[src/pkg/ssc_defines.svh]
// Register offsets, field positions and reset values of the column converter control
`ifndef SSC_DEFINES_SVH
`define SSC_DEFINES_SVH

// ----------------------------------------------------------------------
// Register offsets
// ----------------------------------------------------------------------
`define SSC_ADDR_W 8
`define SSC_OFF_COL0_CFG 8'h68
`define SSC_OFF_COL1_CFG 8'h69
`define SSC_OFF_SYNC_CTL 8'h66

// ----------------------------------------------------------------------
// Column config fields
// ----------------------------------------------------------------------
`define SSC_BIT_END_STATE 7
`define SSC_BIT_LOW_RANGE 6
`define SSC_BIT_SH_EN 5
`define SSC_BIT_BUS_SRC 3
`define SSC_BIT_AUTO_SEQ 2
`define SSC_BIT_CONV_EN 0
`define SSC_CFG_WR_MASK 8'h6D
`define SSC_CFG_RESET 8'h00

// ----------------------------------------------------------------------
// Sync control fields
// ----------------------------------------------------------------------
`define SSC_BIT_BYPASS0 4
`define SSC_BIT_BYPASS1 5
`define SSC_BIT_CLKSEL0 0
`define SSC_BIT_CLKSEL1 1
`define SSC_SYNC_WR_MASK 8'h33
`define SSC_SYNC_RESET 8'h00
`define SSC_END_STATE_RESET 1'b1

`endif

[src/pkg/ssc_pkg.sv]
// Types shared by the column converter control block
package ssc_pkg;

  // Per-column converter controls toward the analog column
  typedef struct packed {
    logic conv_enable;
    logic auto_seq;
    logic bus_source;
    logic sample_hold_enable;
    logic low_current_range;
  } ssc_col_ctl_t;

  // Per-column digital inputs
  typedef struct packed {
    logic comparator;
    logic pwm_gate;
    logic pwm_term_count;
    logic column_clock;
  } ssc_col_in_t;

  // Capture edge select
  typedef enum logic [0:0] {
    SSC_SYNC_PHASE2 = 1'b0,
    SSC_SYNC_COLCLK = 1'b1
  } ssc_sync_sel_t;

endpackage

[src/hw/ssc_col_sync.sv]
// Per-column comparator bus capture and end-of-conversion latch
`timescale 1ns/1ps
`include "ssc_defines.svh"

module ssc_col_sync (
  // Clock and reset
  input wire logic ref_clk_i,
  input wire logic sys_rst_i,
  // Column inputs, already synchronised
  input wire ssc_pkg::ssc_col_in_t col_i,
  input wire logic phase2_rise_i,
  // Control
  input wire ssc_pkg::ssc_sync_sel_t sync_sel_i,
  input wire logic bypass_i,
  input wire logic bus_source_i,
  input wire logic conv_enable_i,
  input wire logic auto_seq_i,
  // Results
  output logic bus_bit_o,
  output logic end_state_o
);

  typedef struct packed {
    logic clk_prev;
    logic gate_prev;
    logic bus;
    logic end_state;
    logic tripped;
  } ssc_cs_state_t;

  ssc_cs_state_t st_q;
  ssc_cs_state_t st_d;
  logic col_rise;
  logic gate_fall;
  logic gated_cmp;
  logic src_bit;
  logic take;

  // ----------------------------------------------------------------------
  // Edge detection and next state
  // ----------------------------------------------------------------------
  always_comb begin
    st_d = st_q;
    col_rise = col_i.column_clock & ~st_q.clk_prev;
    gate_fall = ~col_i.pwm_gate & st_q.gate_prev;
    gated_cmp = col_i.comparator & col_i.pwm_gate;
    // Source select: gated comparator or PWM terminal count
    src_bit = bus_source_i ? col_i.pwm_term_count : gated_cmp;
    // Capture edge select
    take = (sync_sel_i == ssc_pkg::SSC_SYNC_COLCLK) ? col_rise : phase2_rise_i;
    st_d.clk_prev = col_i.column_clock;
    st_d.gate_prev = col_i.pwm_gate;
    if (bypass_i) begin
      st_d.bus = src_bit;
    end else if (take) begin
      st_d.bus = src_bit;
    end
    // Trip tracking over the ramp, closed by gate fall
    if (conv_enable_i && auto_seq_i && col_i.pwm_gate && col_i.comparator) begin
      st_d.tripped = 1'b1;
    end
    if (gate_fall && conv_enable_i) begin
      st_d.end_state = ~(st_q.tripped | col_i.comparator);
      st_d.tripped = 1'b0;
    end
  end

  // State register
  always_ff @(posedge ref_clk_i) begin
    if (sys_rst_i) begin
      st_q <= '{clk_prev: 1'b0, gate_prev: 1'b0, bus: 1'b0,
                end_state: `SSC_END_STATE_RESET, tripped: 1'b0};
    end else begin
      st_q <= st_d;
    end
  end

  assign bus_bit_o = st_q.bus;
  assign end_state_o = st_q.end_state;

  // ----------------------------------------------------------------------
  // Checks
  // ----------------------------------------------------------------------
  phase2_capture_a: assert property (@(posedge ref_clk_i) disable iff (sys_rst_i)
    (!bypass_i && sync_sel_i == ssc_pkg::SSC_SYNC_PHASE2 && phase2_rise_i && bus_source_i)
    |=> bus_bit_o == $past(col_i.pwm_term_count))
    else $error("bus bit not taken on phase two edge");
  colclk_capture_a: assert property (@(posedge ref_clk_i) disable iff (sys_rst_i)
    (!bypass_i && sync_sel_i == ssc_pkg::SSC_SYNC_COLCLK && !col_rise && !bus_source_i)
    |=> $stable(bus_bit_o))
    else $error("bus bit changed off column clock edge");
  end_state_hold_a: assert property (@(posedge ref_clk_i) disable iff (sys_rst_i)
    !gate_fall |=> $stable(end_state_o))
    else $error("end state changed without gate fall");
  trip_clear_a: assert property (@(posedge ref_clk_i) disable iff (sys_rst_i)
    (gate_fall && conv_enable_i && col_i.comparator) |=> !end_state_o)
    else $error("end state not cleared on trip");
  bypass_follow_a: assert property (@(posedge ref_clk_i) disable iff (sys_rst_i)
    (bypass_i && !bus_source_i) |=> bus_bit_o == $past(gated_cmp))
    else $error("bypass did not follow source");

endmodule

[src/hw/ssc_ctrl.sv]
// Single-slope converter column control with register port
//
// Decided for this implementation: strobed register access.
`timescale 1ns/1ps
`include "ssc_defines.svh"

// Summary of operation
// - With clock select 0, bus bit is captured on rising second phase clock.
// - With clock select 1, bus bit is captured on undivided column clock rising edge.
// - End state latched at gate PWM fall: 0 if comparator tripped, else 1.
// - Range bit 1 selects about one quarter current, 0 normal range.
// - Sample-hold enable switches hold on the positive comparator input.
// - Bus source 0 drives bus with synchronised, window-gated comparator.
// - Bus source 1 drives bus with selected PWM terminal count.
// - Auto sequencing lets PWM drive ramp and sample-hold; software sets it.
// - Converter enable 1 powers column up; 0 powers it down.
// - Column 0 config at 68h, column 1 config at 69h.
// - Latch bypass bit skips bus synchronisation for sleep wakeup.
module ssc_ctrl #(
  parameter int NUM_COLS = 2
) (
  // Clock and reset
  input wire logic ref_clk_i,
  input wire logic sys_rst_i,
  // Register port
  input wire logic [`SSC_ADDR_W-1:0] reg_addr_i,
  input wire logic [7:0] reg_wdata_i,
  input wire logic reg_wr_i,
  input wire logic reg_rd_i,
  output logic [7:0] reg_rdata_o,
  // Asynchronous column inputs
  input wire ssc_pkg::ssc_col_in_t col0_i,
  input wire ssc_pkg::ssc_col_in_t col1_i,
  input wire logic phase2_clk_i,
  // Column controls and comparator bus
  output ssc_pkg::ssc_col_ctl_t col0_ctl_o,
  output ssc_pkg::ssc_col_ctl_t col1_ctl_o,
  output logic [1:0] cmp_bus_o
);

  initial begin
    if (NUM_COLS != 2) begin
      $error("only two columns are supported");
    end
  end

  // ----------------------------------------------------------------------
  // State
  // ----------------------------------------------------------------------
  typedef struct packed {
    logic [7:0] cfg0;
    logic [7:0] cfg1;
    logic [7:0] sync_ctl;
    logic [7:0] rdata;
    ssc_pkg::ssc_col_in_t c0_m;
    ssc_pkg::ssc_col_in_t c0_s;
    ssc_pkg::ssc_col_in_t c1_m;
    ssc_pkg::ssc_col_in_t c1_s;
    logic ph2_m;
    logic ph2_s;
    logic ph2_prev;
    ssc_pkg::ssc_col_ctl_t ctl0;
    ssc_pkg::ssc_col_ctl_t ctl1;
    logic [1:0] bus;
  } ssc_state_t;

  ssc_state_t st_q;
  ssc_state_t st_d;
  logic [1:0] bus_bit;
  logic [1:0] end_state;
  logic ph2_rise;

  // Map config bits onto the analog column controls
  function automatic ssc_pkg::ssc_col_ctl_t cfg_to_ctl(input logic [7:0] cfg);
    ssc_pkg::ssc_col_ctl_t c;
    c.conv_enable = cfg[`SSC_BIT_CONV_EN];
    c.auto_seq = cfg[`SSC_BIT_AUTO_SEQ] & cfg[`SSC_BIT_CONV_EN];
    c.bus_source = cfg[`SSC_BIT_BUS_SRC];
    c.sample_hold_enable = cfg[`SSC_BIT_SH_EN] & cfg[`SSC_BIT_CONV_EN];
    c.low_current_range = cfg[`SSC_BIT_LOW_RANGE];
    return c;
  endfunction

  // Readback with live end-of-conversion state
  function automatic logic [7:0] cfg_view(input logic [7:0] cfg, input logic es);
    logic [7:0] v;
    v = cfg & `SSC_CFG_WR_MASK;
    v[`SSC_BIT_END_STATE] = es;
    return v;
  endfunction

  // ----------------------------------------------------------------------
  // Column capture
  // ----------------------------------------------------------------------
  ssc_col_sync u_col0 (
    .ref_clk_i(ref_clk_i),
    .sys_rst_i(sys_rst_i),
    .col_i(st_q.c0_s),
    .phase2_rise_i(ph2_rise),
    .sync_sel_i(ssc_pkg::ssc_sync_sel_t'(st_q.sync_ctl[`SSC_BIT_CLKSEL0])),
    .bypass_i(st_q.sync_ctl[`SSC_BIT_BYPASS0]),
    .bus_source_i(st_q.cfg0[`SSC_BIT_BUS_SRC]),
    .conv_enable_i(st_q.cfg0[`SSC_BIT_CONV_EN]),
    .auto_seq_i(st_q.cfg0[`SSC_BIT_AUTO_SEQ]),
    .bus_bit_o(bus_bit[0]),
    .end_state_o(end_state[0])
  );

  ssc_col_sync u_col1 (
    .ref_clk_i(ref_clk_i),
    .sys_rst_i(sys_rst_i),
    .col_i(st_q.c1_s),
    .phase2_rise_i(ph2_rise),
    .sync_sel_i(ssc_pkg::ssc_sync_sel_t'(st_q.sync_ctl[`SSC_BIT_CLKSEL1])),
    .bypass_i(st_q.sync_ctl[`SSC_BIT_BYPASS1]),
    .bus_source_i(st_q.cfg1[`SSC_BIT_BUS_SRC]),
    .conv_enable_i(st_q.cfg1[`SSC_BIT_CONV_EN]),
    .auto_seq_i(st_q.cfg1[`SSC_BIT_AUTO_SEQ]),
    .bus_bit_o(bus_bit[1]),
    .end_state_o(end_state[1])
  );

  // ----------------------------------------------------------------------
  // Next state
  // ----------------------------------------------------------------------
  always_comb begin
    st_d = st_q;
    ph2_rise = st_q.ph2_s & ~st_q.ph2_prev;
    // Two-stage synchronisers on pins
    st_d.c0_m = col0_i;
    st_d.c0_s = st_q.c0_m;
    st_d.c1_m = col1_i;
    st_d.c1_s = st_q.c1_m;
    st_d.ph2_m = phase2_clk_i;
    st_d.ph2_s = st_q.ph2_m;
    st_d.ph2_prev = st_q.ph2_s;
    // Register writes; reserved bits forced to zero
    if (reg_wr_i) begin
      case (reg_addr_i)
        `SSC_OFF_COL0_CFG: begin
          st_d.cfg0 = reg_wdata_i & `SSC_CFG_WR_MASK;
        end
        `SSC_OFF_COL1_CFG: begin
          st_d.cfg1 = reg_wdata_i & `SSC_CFG_WR_MASK;
        end
        `SSC_OFF_SYNC_CTL: begin
          st_d.sync_ctl = reg_wdata_i & `SSC_SYNC_WR_MASK;
        end
        default: begin
          st_d.cfg0 = st_q.cfg0;
        end
      endcase
    end
    // Register reads, data one cycle later; unmapped reads zero
    st_d.rdata = 8'h00;
    if (reg_rd_i) begin
      case (reg_addr_i)
        `SSC_OFF_COL0_CFG: begin
          st_d.rdata = cfg_view(st_q.cfg0, end_state[0]);
        end
        `SSC_OFF_COL1_CFG: begin
          st_d.rdata = cfg_view(st_q.cfg1, end_state[1]);
        end
        `SSC_OFF_SYNC_CTL: begin
          st_d.rdata = st_q.sync_ctl;
        end
        default: begin
          st_d.rdata = 8'h00;
        end
      endcase
    end
    // Column controls from current config
    st_d.ctl0 = cfg_to_ctl(st_q.cfg0);
    st_d.ctl1 = cfg_to_ctl(st_q.cfg1);
    st_d.bus = bus_bit;
  end

  // ----------------------------------------------------------------------
  // State register
  // ----------------------------------------------------------------------
  always_ff @(posedge ref_clk_i) begin
    if (sys_rst_i) begin
      st_q <= '0;
    end else begin
      st_q <= st_d;
    end
  end

  assign reg_rdata_o = st_q.rdata;
  assign col0_ctl_o = st_q.ctl0;
  assign col1_ctl_o = st_q.ctl1;
  assign cmp_bus_o = st_q.bus;

  // ----------------------------------------------------------------------
  // Checks
  // ----------------------------------------------------------------------
  reset_clear_a: assert property (@(posedge ref_clk_i)
    $past(sys_rst_i) |-> (st_q.cfg0 == `SSC_CFG_RESET && st_q.cfg1 == `SSC_CFG_RESET
                          && !col0_ctl_o.conv_enable && !col0_ctl_o.auto_seq))
    else $error("config not cleared by reset");
  write_col0_a: assert property (@(posedge ref_clk_i) disable iff (sys_rst_i)
    (reg_wr_i && reg_addr_i == `SSC_OFF_COL0_CFG) |=> ##1
      col0_ctl_o.conv_enable == $past(reg_wdata_i[`SSC_BIT_CONV_EN], 2))
    else $error("column 0 enable not written");
  reserved_zero_a: assert property (@(posedge ref_clk_i) disable iff (sys_rst_i)
    (st_q.cfg1 & ~`SSC_CFG_WR_MASK) == 8'h00)
    else $error("reserved config bit set");
  range_map_a: assert property (@(posedge ref_clk_i) disable iff (sys_rst_i)
    col1_ctl_o.low_current_range == $past(st_q.cfg1[`SSC_BIT_LOW_RANGE]))
    else $error("range control mismatch");
  power_down_a: assert property (@(posedge ref_clk_i) disable iff (sys_rst_i)
    !$past(st_q.cfg0[`SSC_BIT_CONV_EN]) |-> (!col0_ctl_o.conv_enable
                                             && !col0_ctl_o.sample_hold_enable))
    else $error("column 0 not powered down");
  auto_seq_a: assert property (@(posedge ref_clk_i) disable iff (sys_rst_i)
    col0_ctl_o.auto_seq |-> col0_ctl_o.conv_enable)
    else $error("sequencing without enable");
  sh_map_a: assert property (@(posedge ref_clk_i) disable iff (sys_rst_i)
    $past(st_q.cfg1[`SSC_BIT_SH_EN] && st_q.cfg1[`SSC_BIT_CONV_EN])
      |-> col1_ctl_o.sample_hold_enable)
    else $error("sample hold not enabled");
  bus_out_a: assert property (@(posedge ref_clk_i) disable iff (sys_rst_i)
    cmp_bus_o == $past(bus_bit))
    else $error("comparator bus not registered");
  read_once_a: assert property (@(posedge ref_clk_i) disable iff (sys_rst_i)
    !reg_rd_i |=> reg_rdata_o == 8'h00)
    else $error("read data outside read slot");

  cov_write0_c: cover property (@(posedge ref_clk_i) reg_wr_i && reg_addr_i == `SSC_OFF_COL0_CFG);
  cov_endread_c: cover property (@(posedge ref_clk_i) reg_rd_i ##1 reg_rdata_o[7]);
  cov_bus_c: cover property (@(posedge ref_clk_i) $rose(cmp_bus_o[0]));
  cov_colclk_c: cover property (@(posedge ref_clk_i) st_q.sync_ctl[`SSC_BIT_CLKSEL1] && $rose(cmp_bus_o[1]));

endmodule

[config.mk]
export PLATFORM = sky130hd
export DESIGN_NAME = ssc_ctrl
export DESIGN_NICKNAME = d
export VERILOG_FILES = /design/src/pkg/ssc_pkg.sv /design/src/hw/ssc_col_sync.sv /design/src/hw/ssc_ctrl.sv
export VERILOG_INCLUDE_DIRS = /design/src /design/src/pkg
export SDC_FILE = /design/constraint.sdc
export NUM_CORES = 1
export LEC_CHECK = 0
export BUFFER_PORTS_ARGS = -buffer_cell sky130_fd_sc_hd__buf_4
export CORE_ASPECT_RATIO = 1.25
export CORE_MARGIN = 2
export CORE_UTILIZATION = 30
export DETAILED_ROUTE_END_ITERATION = 10
export GPL_TIMING_DRIVEN = 0
export PLACE_DENSITY_LB_ADDON = 0.05
export SLEW_MARGIN = 20
export SYNTH_ARGS = -nofsm -noshare
export SYNTH_HDL_FRONTEND = slang
export SYNTH_HIERARCHICAL = 1
export SYNTH_SLANG_ARGS = --single-unit
[constraint.sdc]
create_clock -name ref_clk_i -period 2 [get_ports ref_clk_i]
set_input_delay 0.1 -clock ref_clk_i [delete_from_list [all_inputs] [get_ports ref_clk_i]]
set_output_delay 0.1 -clock ref_clk_i [all_outputs]
set_load 0.01 [all_outputs]
Word level (Yosys, flattened, before mapping)
Cells that the tools add are included.
{"block": "totals", "input_bits": 29, "output_inout_bits": 20, "regBits": 63, "word_cells": 93}
{"block": "op_classes", "bitwise_logic": 21, "reduce_logical": 16, "mux": 9, "n_eq_ne": 3}
{"cell": "equality test 8 x 7 -> 1 bit (second input constant)", "count": 3}
{"cell": "case mux 8 bit (3 select lines)", "count": 1}
{"cell": "bitwise AND 1 bit", "count": 11}
{"cell": "logical AND 1 bit", "count": 8}
{"cell": "2-to-1 mux 1 bit", "count": 8}
{"cell": "NOT 1 bit", "count": 8}
{"cell": "AND reduction 2 bit", "count": 3}
{"cell": "OR reduction 2 bit", "count": 3}
{"cell": "nonzero test 2 bit", "count": 2}
{"cell": "bitwise OR 1 bit", "count": 2}

Logic depth before layout (Yosys ltp)
{"block": "depth", "word_depth": 5, "ltp_mapped": 4, "mapped_depth_nobuf": 4}

By module
Netlist, hierarchy kept.
{"mod": "ssc_ctrl", "seq_area_each_um2": 1061.0, "n_inst": 1, "cells_per_inst": 173, "area_per_inst_um2": 1921.8}
{"mod": "ssc_col_sync", "seq_area_each_um2": 100.1, "n_inst": 2, "cells_per_inst": 21, "area_per_inst_um2": 200.2}

Worst setup path before layout
No wires, ideal clock.
{"block": "synth_timing", "path_kind": "input to register", "start": "input reg_addr_i[7]", "end": "register st_q (netlist bit st_d[11])", "slack_ns": 0.912, "arrival_time_ns": 1.016, "path_buffers": 0, "setup_time_ns": 0.072, "t_required_ns": 1.928, "path_stages": 3, "cell_sequence": "nand4bb_1 -> nor4b_4 -> mux2i_1"}
{"block": "synth_via", "elab_chain_len": 2}
{"element": "start, declared", "line_no": "ssc_ctrl.sv:26", "source": "input wire logic [`SSC_ADDR_W-1:0] reg_addr_i,"}
{"element": "equality test 8 x 7 -> 1 bit", "line_no": "ssc_ctrl.sv:139", "source": "case (reg_addr_i)"}
{"element": "AND reduction 2 bit (no source line)"}
{"element": "end signal, assigned", "line_no": "ssc_ctrl.sv:185", "source": "st_q <= st_d;"}
{"element": "end, declared", "line_no": "ssc_ctrl.sv:67", "source": "ssc_state_t st_q;"}
Every way passes these cells.
A chain may end at the register's enable or synchronous reset.

Worst setup path after layout
Ends and elaborated chain as after synthesis.

==> metrics.md <==
| Metric | Value |
|---|---|
| Synth cell types | `32` |
| Syn Inst Count | `about 220` |
| Starting Density | `31.2%` |
| Startpoint types | `input pin` |
| Worst-skew pair later-pin latency | `around 0.34 ns` |
| Fillcell total | `747` |
| RR Endpoint | `u_col0/bus_bit_o$_SDFFE_PP0P_` |
| CTS Root Cell | `clkbuf_8` |
| Final WL | `about 4600 um` |
| CTS max path bufs | `2` |
| CP required | `2.26 ns` |
| Final net count | `310` |
| Syn Nets | `~240` |
| Leakage | `~1.4 nW` |
| Via count | `approximately 1600` |
| Fmax | `0.902 GHz` |
| H-Tree Depth | `3` |
| Total Neg Setup Slack | `0 ns` |
| Seq cells post-synth | `63` |
| Status | `finished, final reports clean` |
| Setup ws final | `between 0.8 and 0.9 ns` |
| Min cycle time layout | `roughly 1.1 ns` |
| TritonCTS clock tree | `yes` |
| Maxcap violations | `0` |
| Reg-to-reg slack, setup | `a little over 0.9 ns` |
| Core area | `~7400 um^2` |
| PortBufs | `46` |
| Max FO, Critical Path | `5` |
| Initial antenna violation count | `0` |
| Horiz. Die Dim | `82.7 um` |
| CP endpoint | `st_d[11]$_SDFFE_PP0P_` |
| Final slew viol count | `0` |
| Hpwl dp | `about 3200 um` |
| Total CTS buffers | `9` |
| Setup WS pre-CTS | `0.507 ns` |
| Critical path origin | `reg_addr_i[7]` |
| Reg-to-Reg Start | `st_d[12]$_SDFF_PP0_` |
| Share of cells above drive strength 1 | `30.4%` |
| Final Hold Violating Endpoints | `0` |
| Final ANT Viol Nets | `0` |
| Sequential element share of the synthesized area | `54.3%` |
| Critical Path AT | `1.37 ns` |
| Reg clk slew, reported paths | `roughly 0.070 ns` |
| DRC violations left | `0` |
| Async SR Flop Fraction | `0%` |
| Area Overhead vs Synth | `31.2%` |
| IO Count | `49` |
| GRT Total Usage | `between 10% and 20%` |
| Drt initial violations | `67` |
| Final Cycle Share | `55.4%` |
| Critical Path Sink Type | `flip-flop` |
| First-pass GRT wire length | `7240 um` |
| Die Area | `about 8500 um^2` |
| Die height | `102 um` |
| Power density of the placed cells | `788 nW/um^2` |
| Post-synth top area share | `54.3%` |
| Reg area | `about 1300 um^2` |
| Post-synth EDFFs | `0` |
| Worst Skew | `around 0.0068 ns` |
| Grt ovf | `0` |
| Multi-input logic area | `857 um^2` |
| Site Rows | `35` |
| Critical path class | `input pin to flip-flop` |
| Tightest Hold Check Type | `input pin to flip-flop` |
| Worst R2R Path Depth | `4` |
| Vias per cell | `4.30` |
| Diode count | `0` |
| Vias in the first global route | `1534` |
| Mapped Avg Cell Area | `approximately 11 um^2` |
| Largest net degree at the start of global routing | `14` |
| Synth top area cells | `dfxtp_1 (54%), nor2b_1 (8.1%), mux2i_1 (6.9%), buf_4 (6.5%), nand2b_1 (4.0%)` |
| Drt wl/cell | `12.1 um` |
| Worst vdd ir | `0.351 mV` |
| Setup violators final | `0` |
| Unrepaired setup endpoints after global routing | `false` |
| Least-Margin Pin Slew | `0.568 ns` |
| GPL Wtd Cong | `0.761` |
| Mapped cell area | `2320 um^2` |
| TritonRoute pass-1 iters | `4` |
| Max transition margin | `62.0%` |
| Largest area contributor in the netlist | `dfxtp_1` |
| CTS sink cnt | `63` |
| Ys Warns | `6` |
| Top_reg_cell synth | `dfxtp_1` |
-- stage by stage --
stage	cells	total power [mW]	hold slack (ns)	cell area, um^2	utilization (%)
2_1_floorplan	215	1.37	0.172	2320	-
3_5_place_dp	353	1.43	0.314	2780	37.4
4_1_cts	378	2.45	0.0200	3050	40.9
6_report	378	2.40	0.0327	3050	40.9
5_1_grt	378	2.50	0.0376	3050	40.9
3_3_place_gp	353	1.43	0.311	2780	37.4
-- final cells by class --
type	instances	area share [%]
timing repair buffer	55	14.3
clock inverter	4	0.657
clock buffer	12	5.09
inverter	9	1.11
sequential	63	41.4
buffer	25	5.58
multi-input combinational	118	28.1
tap	92	3.78
-- per-layer routing --
layer | part of all wire, % | track usage [%] | vias to the layer above
li1 | - | - | 835
met1 | 43 | 13.8 | 739
met2 | 49 | 19.0 | 37
met3 | 4.1 | 3.00 | 15
met4 | 3.6 | 8.95 | 0
met5 | 0 | 0 | -
-- cells in the mapped netlist, types with 2 or more instances --
| cell type | count |
|---|---|
| nand3b_1 | 5 |
| buf_4 | 20 |
| nand4bb_1 | 2 |
| o31ai_1 | 2 |
| nand2_1 | 6 |
| inv_1 | 9 |
| dfxtp_1 | 63 |
| nor2_1 | 8 |
| and3b_1 | 2 |
| mux2_2 | 2 |
| clkbuf_1 | 4 |
| and3_1 | 2 |
| a22oi_1 | 2 |
| o41ai_1 | 2 |
| a31oi_1 | 2 |
| nand4_1 | 3 |
| a41oi_1 | 2 |
| o311ai_1 | 2 |
| a21oi_1 | 2 |
| or3_1 | 2 |
| nand2b_1 | 15 |
| mux2i_1 | 16 |
| nor2b_1 | 30 |
| and2_1 | 4 |
-- sequential cells by signal, summed over array words and instances, names as in the netlist --
register            cells
cmp_bus_o               2
col0_ctl_o              5
col1_ctl_o              5
reg_rdata_o             8
st_d                   16
st_q                   17
u_col0/bus_bit_o        1
u_col0/end_state_o      1
u_col0/st_q             3
u_col1/bus_bit_o        1
u_col1/end_state_o      1
u_col1/st_q             3
-- power breakdown --
part / internal, mW / leakage [nW] / total [mW] / switching (mW)
Clock: 0.509 / 0.0959 / 0.983 / 0.474
Combinational: 0.0796 / 0.778 / 0.133 / 0.0531
Sequential: 1.28 / 0.512 / 1.28 / 0.00750
-- critical path, cell delays in order --
cell and delay, ns:
buf_4 0.11, nand4bb_1 0.32, nor4b_4 0.57, mux2i_1 0.26
-- how the worst min path moves through the flow --
stage	cells past startpoint	endpoint	slack (ns)	from
4_1_cts	3	st_q[43]$_SDFFE_PP0P_	0.02	reg_wdata_i[4]
5_1_grt	3	st_q[43]$_SDFFE_PP0P_	0.04	reg_wdata_i[4]
6_report	2	u_col1/st_q[4]$_SDFF_PP0_	0.03	sys_rst_i
3_5_place_dp	2	st_d[16]$_SDFF_PP0_	0.31	col1_i[1]
2_1_floorplan	1	u_col0/st_q[3]$_SDFF_PP0_	0.17	sys_rst_i
3_3_place_gp	2	st_d[23]$_SDFF_PP0_	0.31	col0_i[0]
-- cells by family after synthesis --
family	after synthesis	synth area share, %
buf+inv	34	8.78
simple gates	86	24.5
mux	18	7.87
compound gates	14	4.53
flops	63	54.3
-- cell usage in the layout (no fill, tap or decap), types with 2 or more instances in the layout --
master,count
clkbuf_8,11
o311ai_1,2
clkbuf_1,5
a21oi_1,2
and2_1,4
buf_4,66
and3_1,2
nor2_1,8
nand4_1,3
dfxtp_1,63
nor2b_1,30
dlygate4sd3_1,9
a41oi_1,2
nand2_1,6
mux2i_1,16
o31ai_1,2
and3b_1,2
nand3b_1,5
o41ai_1,2
inv_1,9
clkinv_2,4
a22oi_1,2
mux2_2,2
nand4bb_1,2
a31oi_1,2
nand2b_1,15
or3_1,2
-- repair_timing --
action | 4_1_cts | 5_1_grt
buffers inserted | 0 | 0
gates resized for setup | 0 | 0
hold buffers | 9 | 0
endpoints found under the hold margin | 9 | 0
No activity file was read; power rests on OpenSTA's default activity.
